===== config.mk =====
export PLATFORM = sky130hd
export DESIGN_NAME = sensor_spi_result_and_alert
export DESIGN_NICKNAME = d
export VERILOG_FILES = /design/src/sensor_spi_pkg.sv /design/src/byte_skid.sv /design/src/sensor_spi_result_and_alert.sv
export SDC_FILE = /design/constraint.sdc
export NUM_CORES = 1
export LEC_CHECK = 0
export BUFFER_PORTS_ARGS = -buffer_cell sky130_fd_sc_hd__buf_2
export CORE_AREA = 3 3 141 143
export CTS_CLUSTER_DIAMETER = 150
export DETAILED_ROUTE_END_ITERATION = 10
export DIE_AREA = 0 0 144 146
export GPL_TIMING_DRIVEN = 0
export PLACE_DENSITY_LB_ADDON = 0.3
export SLEW_MARGIN = 30
export SYNTH_ARGS = -nofsm -noshare
export SYNTH_HDL_FRONTEND = slang
export SYNTH_HIERARCHICAL = 1
export SYNTH_SLANG_ARGS = --single-unit

===== constraint.sdc =====
create_clock -name sys_clk -period 3.8 [get_ports sys_clk]
set_clock_uncertainty 0.2 [all_clocks]
set_input_delay 0.19 -clock sys_clk [delete_from_list [all_inputs] [get_ports sys_clk]]
set_output_delay 0.19 -clock sys_clk [all_outputs]
set_load 0.03 [all_outputs]

===== src/sensor_spi_pkg.sv =====
// constants for the sensor spi result and alert block
package sensor_spi_pkg;
  localparam logic [6:0] ADDR_THR_HI_LO   = 7'h06;
  localparam logic [6:0] ADDR_THR_HI_HI   = 7'h07;
  localparam logic [6:0] ADDR_THR_LO_LO   = 7'h08;
  localparam logic [6:0] ADDR_THR_LO_HI   = 7'h09;
  localparam logic [6:0] ADDR_PIN_MODE    = 7'h0A;
  localparam logic [6:0] ADDR_POWER       = 7'h0B;
  localparam logic [6:0] ADDR_STATUS      = 7'h20;
  localparam logic [6:0] ADDR_PROX_LOW    = 7'h21;
  localparam logic [6:0] ADDR_PROX_HIGH   = 7'h22;
  localparam logic [6:0] ADDR_OSC_LOW     = 7'h23;
  localparam logic [6:0] ADDR_OSC_MID     = 7'h24;
  localparam logic [6:0] ADDR_OSC_HIGH    = 7'h25;
  localparam logic [2:0] MODE_READY       = 3'h4;
  localparam logic [2:0] MODE_COMPARE     = 3'h2;
  localparam logic [2:0] MODE_WAKE        = 3'h1;
  localparam logic [2:0] MODE_OFF         = 3'h0;
  localparam logic [15:0] THR_HI_RESET    = 16'hFFFF;
  localparam logic [15:0] THR_LO_RESET    = 16'h0000;
  localparam int          CMD_BITS        = 8;
  localparam int          STAT_READY_BIT  = 6;
  localparam int          STAT_WAKE_BIT   = 5;
  localparam int          STAT_CMP_BIT    = 4;
  localparam int          PULSE_NS        = 80;
  localparam int          CLK_NS          = 8;
  localparam int          PULSE_CYCLES    = PULSE_NS / CLK_NS;
endpackage


===== src/byte_skid.sv =====
// two-entry buffer for received write words
`timescale 1ns/1ns
`default_nettype none
module byte_skid (
  input  wire logic        sys_clk,
  input  wire logic        rst_n,
  input  wire logic        flush,
  input  wire logic        in_valid,
  output logic             in_ready,
  input  wire logic [14:0] in_data,
  output logic             out_valid,
  input  wire logic        out_ready,
  output logic      [14:0] out_data
);
  logic [14:0] mem_q [2];
  logic        wr_q;
  logic        rd_q;
  logic [1:0]  cnt_q;
  logic        push;
  logic        pop;

  assign in_ready  = (cnt_q != 2'h2);
  assign out_valid = (cnt_q != 2'h0);
  assign out_data  = mem_q[rd_q];
  assign push      = in_valid && in_ready;
  assign pop       = out_valid && out_ready;

  always_ff @(posedge sys_clk or negedge rst_n) begin
    if (!rst_n) begin
      mem_q[0] <= 15'h0000;
      mem_q[1] <= 15'h0000;
    end else if (push) begin
      mem_q[wr_q] <= in_data;
    end
  end

  always_ff @(posedge sys_clk or negedge rst_n) begin
    if (!rst_n) begin
      wr_q  <= 1'b0;
      rd_q  <= 1'b0;
      cnt_q <= 2'h0;
    end else if (flush) begin
      wr_q  <= 1'b0;
      rd_q  <= 1'b0;
      cnt_q <= 2'h0;
    end else begin
      if (push) wr_q <= ~wr_q;
      if (pop) rd_q <= ~rd_q;
      cnt_q <= cnt_q + {1'b0, push} - {1'b0, pop};
    end
  end
endmodule
`default_nettype wire


===== src/sensor_spi_result_and_alert.sv =====
// spi slave register access, result snapshot and alert pin logic
`timescale 1ns/1ns
`default_nettype none
module sensor_spi_result_and_alert
  import sensor_spi_pkg::*;
(
  input  wire logic        sys_clk,
  input  wire logic        rst_n,
  input  wire logic        active_low_select,
  input  wire logic        sclk,
  input  wire logic        sdi,
  output logic             sdo,
  output logic             sdo_oe,
  output logic             alert_out_pin,
  output logic             power_state_bit,
  input  wire logic        conv_done,
  input  wire logic [15:0] conv_prox,
  input  wire logic [23:0] conv_osc,
  input  wire logic        osc_stopped
);
  typedef enum logic [2:0] {
    ST_CMD  = 3'b001,
    ST_DATA = 3'b010,
    ST_IDLE = 3'b100
  } spi_state_type;

  // pin synchronisers; first stage read only by second
  logic [1:0] cs_s_q, ck_s_q, di_s_q;
  logic       cs_q, ck_q;
  always_ff @(posedge sys_clk or negedge rst_n) begin
    if (!rst_n) begin
      cs_s_q <= 2'b11;
      ck_s_q <= 2'b00;
      di_s_q <= 2'b00;
      cs_q   <= 1'b1;
      ck_q   <= 1'b0;
    end else begin
      cs_s_q <= {cs_s_q[0], active_low_select};
      ck_s_q <= {ck_s_q[0], sclk};
      di_s_q <= {di_s_q[0], sdi};
      cs_q   <= cs_s_q[1];
      ck_q   <= ck_s_q[1];
    end
  end
  logic sel, sel_start, rise, fall;
  assign sel       = !cs_s_q[1];
  assign sel_start = sel && cs_q;
  assign rise      = sel && ck_s_q[1] && !ck_q;
  assign fall      = sel && !ck_s_q[1] && ck_q;

  spi_state_type state_q;
  logic [2:0]  bit_q;
  logic [7:0]  shin_q, shout_q;
  logic        rd_q;
  logic [6:0]  addr_q;
  logic        load_out_q;
  logic        snap_req;
  logic [7:0]  sh_next;
  assign sh_next = {shin_q[6:0], di_s_q[1]};

  logic [14:0] wr_word;
  logic        wr_valid, wr_ready, fifo_valid, fifo_ready;
  logic [14:0] fifo_data;

  // only a falling select starts anything; deselect returns to idle
  always_ff @(posedge sys_clk or negedge rst_n) begin
    if (!rst_n) begin
      state_q    <= ST_IDLE;
      bit_q      <= 3'h0;
      shin_q     <= 8'h00;
      rd_q       <= 1'b0;
      addr_q     <= 7'h00;
      load_out_q <= 1'b0;
    end else if (!sel) begin
      state_q    <= ST_IDLE;
      load_out_q <= 1'b0;
    end else if (sel_start) begin
      state_q <= ST_CMD;
      bit_q   <= 3'h0;
    end else if (rise && wr_ready) begin
      shin_q <= sh_next;
      bit_q  <= bit_q + 3'h1;
      load_out_q <= 1'b0;
      if (bit_q == 3'h7) begin
        unique case (state_q)
          ST_CMD: begin
            rd_q       <= sh_next[7];
            addr_q     <= sh_next[6:0];
            state_q    <= ST_DATA;
            load_out_q <= sh_next[7];
          end
          ST_DATA: begin
            addr_q     <= addr_q + 7'h01;
            load_out_q <= rd_q;
          end
          ST_IDLE: state_q <= ST_IDLE;
        endcase
      end
    end else begin
      load_out_q <= 1'b0;
    end
  end
  // snapshot taken when a read command naming the proximity low byte lands
  assign snap_req = rise && wr_ready && state_q == ST_CMD && bit_q == 3'h7
                    && sh_next[7] && sh_next[6:0] == ADDR_PROX_LOW;
  // a byte commits only on its own 8th rising edge, so early deselect drops it
  assign wr_valid = rise && state_q == ST_DATA && bit_q == 3'h7 && !rd_q;
  assign wr_word  = {addr_q, sh_next};

  // a host clock edge that arrives while the buffer is full is dropped, not held
  byte_skid u_skid (
    .sys_clk   (sys_clk),
    .rst_n     (rst_n),
    .flush     (1'b0),
    .in_valid  (wr_valid),
    .in_ready  (wr_ready),
    .in_data   (wr_word),
    .out_valid (fifo_valid),
    .out_ready (fifo_ready),
    .out_data  (fifo_data)
  );
  assign fifo_ready = 1'b1;

  // registers
  logic [7:0]  thr_hi_buf_q, thr_lo_buf_q;
  logic [15:0] thr_hi_q, thr_lo_q;
  logic [2:0]  pin_mode_q;
  logic        pwr_q;
  always_ff @(posedge sys_clk or negedge rst_n) begin
    if (!rst_n) begin
      thr_hi_buf_q <= THR_HI_RESET[7:0];
      thr_lo_buf_q <= THR_LO_RESET[7:0];
      thr_hi_q     <= THR_HI_RESET;
      thr_lo_q     <= THR_LO_RESET;
      pin_mode_q   <= MODE_OFF;
      pwr_q        <= 1'b0;
    end else if (fifo_valid) begin
      unique case (fifo_data[14:8])
        ADDR_THR_HI_LO: thr_hi_buf_q <= fifo_data[7:0];
        ADDR_THR_HI_HI: thr_hi_q <= {fifo_data[7:0], thr_hi_buf_q};
        ADDR_THR_LO_LO: thr_lo_buf_q <= fifo_data[7:0];
        ADDR_THR_LO_HI: thr_lo_q <= {fifo_data[7:0], thr_lo_buf_q};
        ADDR_PIN_MODE:  pin_mode_q <= fifo_data[2:0];
        ADDR_POWER:     pwr_q <= fifo_data[0];
        default:        pwr_q <= pwr_q;
      endcase
    end
  end
  always_ff @(posedge sys_clk or negedge rst_n) begin
    if (!rst_n) power_state_bit <= 1'b0;
    else power_state_bit <= pwr_q;
  end

  // latest conversion and snapshot; conversions gated by power state
  logic        conv_ok;
  logic [15:0] live_prox_q, prox_q;
  logic [23:0] live_osc_q, osc_q;
  logic        fresh_q;
  assign conv_ok = conv_done && pwr_q;
  always_ff @(posedge sys_clk or negedge rst_n) begin
    if (!rst_n) begin
      live_prox_q <= 16'h0000;
      live_osc_q  <= 24'h000000;
      prox_q      <= 16'h0000;
      osc_q       <= 24'h000000;
    end else begin
      if (conv_ok) begin
        live_prox_q <= conv_prox;
        live_osc_q  <= conv_osc;
      end
      if (snap_req) begin
        prox_q <= live_prox_q;
        osc_q  <= live_osc_q;
      end
    end
  end
  // new result wins over a same-cycle clear
  always_ff @(posedge sys_clk or negedge rst_n) begin
    if (!rst_n) fresh_q <= 1'b0;
    else if (conv_ok) fresh_q <= 1'b1;
    else if (snap_req) fresh_q <= 1'b0;
  end

  // comparator and wake state
  logic cmp_q, wake_q;
  always_ff @(posedge sys_clk or negedge rst_n) begin
    if (!rst_n) begin
      cmp_q  <= 1'b0;
      wake_q <= 1'b0;
    end else begin
      if (live_prox_q > thr_hi_q) cmp_q <= 1'b1;
      else if (live_prox_q < thr_lo_q) cmp_q <= 1'b0;
      if (pin_mode_q != MODE_WAKE) wake_q <= 1'b0;
      else if (live_prox_q > thr_hi_q) wake_q <= 1'b1;
    end
  end

  // read mux
  function automatic logic [7:0] reg_read(input logic [6:0] a);
    unique case (a)
      ADDR_THR_HI_LO: reg_read = thr_hi_q[7:0];
      ADDR_THR_HI_HI: reg_read = thr_hi_q[15:8];
      ADDR_THR_LO_LO: reg_read = thr_lo_q[7:0];
      ADDR_THR_LO_HI: reg_read = thr_lo_q[15:8];
      ADDR_PIN_MODE:  reg_read = {5'h00, pin_mode_q};
      ADDR_POWER:     reg_read = {7'h00, pwr_q};
      ADDR_STATUS:    reg_read = {osc_stopped, !fresh_q, !wake_q, !cmp_q, 4'h0};
      ADDR_PROX_LOW:  reg_read = prox_q[7:0];
      ADDR_PROX_HIGH: reg_read = prox_q[15:8];
      ADDR_OSC_LOW:   reg_read = osc_q[7:0];
      ADDR_OSC_MID:   reg_read = osc_q[15:8];
      ADDR_OSC_HIGH:  reg_read = osc_q[23:16];
      default:        reg_read = 8'h00;
    endcase
  endfunction

  // byte loads after the edge that completes the prior byte; bits leave on falls
  always_ff @(posedge sys_clk or negedge rst_n) begin
    if (!rst_n) begin
      shout_q <= 8'h00;
      sdo     <= 1'b0;
      sdo_oe  <= 1'b0;
    end else if (!sel) begin
      sdo_oe <= 1'b0;
      sdo    <= 1'b0;
    end else if (load_out_q) begin
      shout_q <= reg_read(addr_q);
    end else if (fall && state_q == ST_DATA && rd_q) begin
      sdo     <= shout_q[7];
      sdo_oe  <= 1'b1;
      shout_q <= {shout_q[6:0], 1'b0};
    end
  end

  // alert pin
  logic [3:0] pulse_q;
  logic       reading;
  logic       pin_ready_q;
  assign reading = sel && state_q == ST_DATA && rd_q;
  always_ff @(posedge sys_clk or negedge rst_n) begin
    if (!rst_n) pulse_q <= 4'h0;
    else if (conv_ok && reading && pin_mode_q == MODE_READY) pulse_q <= 4'(PULSE_CYCLES);
    else if (pulse_q != 4'h0) pulse_q <= pulse_q - 4'h1;
  end
  // in ready mode a result landing mid-read only pulses the pin; the status flag still records it
  always_ff @(posedge sys_clk or negedge rst_n) begin
    if (!rst_n) pin_ready_q <= 1'b0;
    else if (conv_ok && !reading) pin_ready_q <= 1'b1;
    else if (snap_req) pin_ready_q <= 1'b0;
  end
  always_ff @(posedge sys_clk or negedge rst_n) begin
    if (!rst_n) alert_out_pin <= 1'b1;
    else begin
      unique case (pin_mode_q)
        MODE_READY:   alert_out_pin <= !((pin_ready_q && !reading) || pulse_q != 4'h0);
        MODE_COMPARE: alert_out_pin <= !cmp_q;
        MODE_WAKE:    alert_out_pin <= !wake_q;
        default:      alert_out_pin <= 1'b1;
      endcase
    end
  end
endmodule
`default_nettype wire


==> metrics.log <==
INFO  metric yosys.cell_count.top_type = sky130_fd_sc_hd__dfrtp_1
INFO  metric globalplace.congestion = 0.935
INFO  metric timing.critical_path.slowest_stage_cell = sky130_fd_sc_hd__nor4b_1
INFO  metric seq_area_frac_synth = 52.8%
INFO  metric post_synthesis_cell_area = 10,300 um^2
INFO  metric die_h = 146 um
INFO  metric grt_pass1_wl = 39,300 um
INFO  metric grt_overflow = 0
INFO  metric cell_area_after_layout = 12,200 um^2
INFO  metric remaining_drc_errors = 0
INFO  metric antennaDiodeCount = 0
INFO  metric io_pins = 51
INFO  metric leak = 5.79 nW
INFO  metric path_common_cell = sky130_fd_sc_hd__mux2_2
INFO  metric first_global_vias = 7,345
INFO  metric cts_inserted_buffers = 24
INFO  metric main_synth_ff_type = sky130_fd_sc_hd__dfrtp_1
INFO  metric route.detailed.wl_per_inst = 20.2 um
INFO  metric type_of_the_most_critical_hold_path = in -> async
INFO  metric number_of_port_buffers = 50
INFO  metric syn-instance-count = 817
INFO  metric drtIter0Drc = 477
INFO  metric dpl-instance-area = 10,900 um^2
INFO  metric cts_resized = 0
INFO  metric number_of_antenna_violations_at_the_first_check_in_global_routing = 0
INFO  metric detailedPlacementHpwl = 16,700 um
INFO  metric ant_nets = 0
INFO  metric clkSinkCount = 216
INFO  metric route.detailed.vias_per_inst = 5.85
INFO  metric synth.distinct_cells = 70
INFO  metric cp_slowest_stage_delay = 0.58 ns
INFO  metric final-setup-viol-count = 0
INFO  metric synth.top_cells.by_area = sky130_fd_sc_hd__dfrtp_1, sky130_fd_sc_hd__mux2_2, sky130_fd_sc_hd__dfstp_2
INFO  metric cp.required = 3.99 ns
INFO  metric syn-mean-instance-area = 12.6 um^2
INFO  metric postRouteWirelength = 24,100 um
INFO  metric cts_tree = built
INFO  metric swShare = 21.7%
INFO  metric achievable-frequency = 289 MHz
INFO  metric yosys.area.top_type_share = 45.4%
INFO  metric comb_power_share = 5.0%
INFO  metric path_cells = clkbuf_1, buf_2, mux2_2, nor4b_1, nand3b_1, nor3_2, mux2_2
INFO  metric critical_path_fanouts_max = 10
INFO  metric groute.usage.overall = 23.6%
INFO  metric area_delta_synth_final = 18.4%
INFO  metric synth_enable_flop_cells = 0
INFO  metric number_of_violations_of_the_max_capacitance_limit = 0
INFO  metric power.share.clock = 47.8%
INFO  metric p_total = 0.00510 W
INFO  metric core_region_area = 18,700 um^2
INFO  metric synthTopCellsByCount = sky130_fd_sc_hd__dfrtp_1, sky130_fd_sc_hd__mux2_2, sky130_fd_sc_hd__nand2_1, sky130_fd_sc_hd__inv_1, sky130_fd_sc_hd__ha_1
INFO  metric maxSlewHeadroom = 51.0%
INFO  metric clk-insertion-delay-late = 0.51 ns
INFO  metric power-per-cell-area = 417 nW/um^2
INFO  metric final_max_slew_viol_count = 0
INFO  metric final_layout_size_suffix_gt1_share = 32.7%
INFO  metric worst_pin_slew = 0.736 ns
INFO  metric hold_viol = 0
INFO  metric dieArea = 21,000 um^2
INFO  metric seq_power_share = 47.2%
INFO  metric postCtsSetupBuffers = 0
INFO  metric fillCellCount = 1,352
INFO  metric setup.worst_path.class = reg -> reg
INFO  metric cts_max_path_buffers = 3
INFO  metric rsz0062_at_grt = no
INFO  metric fp.dieW = 144 um
INFO  metric setup.worst_path.start_class = flop
INFO  metric cts.reportedPaths.clkPinSlew = 0.06 ns
INFO  metric yosys_register_bits = 216
INFO  metric timing.final.crit_share = 91.1%
INFO  metric initial_core_util = 55.1%
INFO  metric synth_largest_area_cell = sky130_fd_sc_hd__dfrtp_1
INFO  metric internal_power = 0.00399 W
INFO  metric timing.critical_path.to_type = flop
INFO  metric power.ir.vdd_worst = 402 uV
INFO  metric data_arrival_critical_path = 3.65 ns
INFO  metric design.final.nets = 1,031
INFO  metric num_vias = 6,996
INFO  metric grt_max_degree = 88
INFO  metric ctsHtreeMaxLevel = 1
INFO  metric async_reset_ff_share = 100%
INFO  metric fin_crit_period = 3.46 ns
INFO  metric ys_warn_count = 6
INFO  metric core.rowCount = 50
INFO  metric net_switching_power_figure = 0.00111 W
INFO  metric run_status = completed
INFO  metric drt-pass1-iter-count = 5
INFO  metric cts_root_buffer = sky130_fd_sc_hd__clkbuf_16
-- logic make-up after synthesis --
group / synth area share (%)
AO/OA/AOI/OAI: 10.1
XOR/XNOR: 0.340
adder cells (fa/ha/maj): 4.98
buffers and inverters: 3.86
flip-flops: 52.8
multiplexers: 19.3
other: 0.0728
AND/OR/NAND/NOR: 8.58
-- worst max-delay path: cells and delay by family (launching register included) --
kind,cells,cell delay (ns)
AND/OR/NAND/NOR,3,1.37
flip-flops,1,0.32
buffers and inverters,2,0.67
multiplexers,2,0.79
-- flip-flops by register name, indices dropped and copies added (netlist names), 3 cells and up --
signal	cells
bit_q	3
prox_q	16
shout_q	8
shin_q	7
pin_mode_q	3
live_prox_q	16
addr_q	7
state_q	3
thr_lo_q	16
u_skid/mem_q	30
osc_q	24
pulse_q	4
thr_hi_buf_q	8
live_osc_q	24
thr_hi_q	16
thr_lo_buf_q	8
-- repair_timing --
item                                    4_1_cts  5_1_grt
endpoints found under the hold margin       235        0
hold buffers                                 45        0
endpoints found under the setup margin        0        0
-- stage by stage --
stage	utilization [%]	hold WS [ns]	instances	setup slack [ns]	TNS (ns)
floorplan	-	-0.306	820	0.951	0
global placement	58.1	0.0960	1104	-1.30	-239.40
detailed placement	58.4	-0.0320	1106	0.250	0
CTS	65.3	0.0222	1195	0.265	0
global route	65.3	0.0579	1195	0.00221	0
finish	65.3	0.00914	1195	0.337	0
-- path summary, 6_finish.rpt --
kind                            cells after the start                    start  slack [ns]                           to
min in group sys_clk                                2                      sdi        0.12          di_s_q[0]$_DFF_PN0_
max in group asynchronous                           3                    rst_n        2.57      alert_out_pin$_DFF_PN1_
worst min-delay path                                2                    rst_n       0.009  u_skid/mem_q[9]$_DFFE_PN0P_
worst max-delay path                                7  u_skid/rd_q$_DFFE_PN0P_        0.34  thr_lo_buf_q[1]$_DFFE_PN0P_
worst max register to register                      7  u_skid/rd_q$_DFFE_PN0P_        0.34  thr_lo_buf_q[1]$_DFFE_PN0P_
worst min register to register                      0      di_s_q[0]$_DFF_PN0_        0.15          di_s_q[1]$_DFF_PN0_
-- layer usage --
layer | vias up | track usage [%] | part of all wire, %
met3 | 65 | 3.71 | 4.9
met1 | 3480 | 33.0 | 44
met4 | 0 | 8.95 | 4.1
met2 | 220 | 37.2 | 47
li1 | 3231 | - | -
met5 | - | 0 | 0
-- area by class of cell --
type,count,area [um^2],area share [%]
tap,234,293,2.40
sequential,216,5440,44.6
multi-input combinational,523,4480,36.7
timing repair buffer,97,766,6.27
inverter,43,161,1.32
buffer,38,236,1.94
clock inverter,9,149,1.22
clock buffer,35,683,5.59
-- cells in the final DEF, fill, tap and decap left out, drive strengths merged, types with 4 or more instances in the layout --
cell         Yosys  final
nand4            5      5
dfrtp          187    187
mux2           170    170
o22ai            4      4
nor4b            4      4
clkbuf          18     53
a211oi           8      8
bufinv           0      4
a21o             5      5
o221ai          13     13
nor3b            4      4
or3              6      6
ha              41     41
clkinv           0      5
dfstp           29     29
nand2b           8      8
a21oi           21     21
nand3b           6      6
a22oi           15     15
nand2           50     50
a22o            13     13
conb             2      5
and3             7      7
buf             20     72
nor2            17     17
a221oi           4      4
o21ai           33     33
dlygate4sd3      0     45
inv             43     43
a222oi           7      7
nor3            14     14
nand3           15     15
nor2b            6      6
-- power by group through the flow --
| stage | clock network (W) | registers (W) | logic [W] |
|---|---|---|---|
| 5_1_grt | 0.00258 | 0.00241 | 0.000287 |
| 3_3_place_gp | 0 | 0.00244 | 0.000207 |
| 4_1_cts | 0.00247 | 0.00241 | 0.000257 |
| 3_5_place_dp | 0 | 0.00245 | 0.000220 |
| 2_1_floorplan | 0 | 0.00242 | 0.000119 |
| 6_report | 0.00244 | 0.00241 | 0.000254 |
Power figures use the tool's default switching activity.
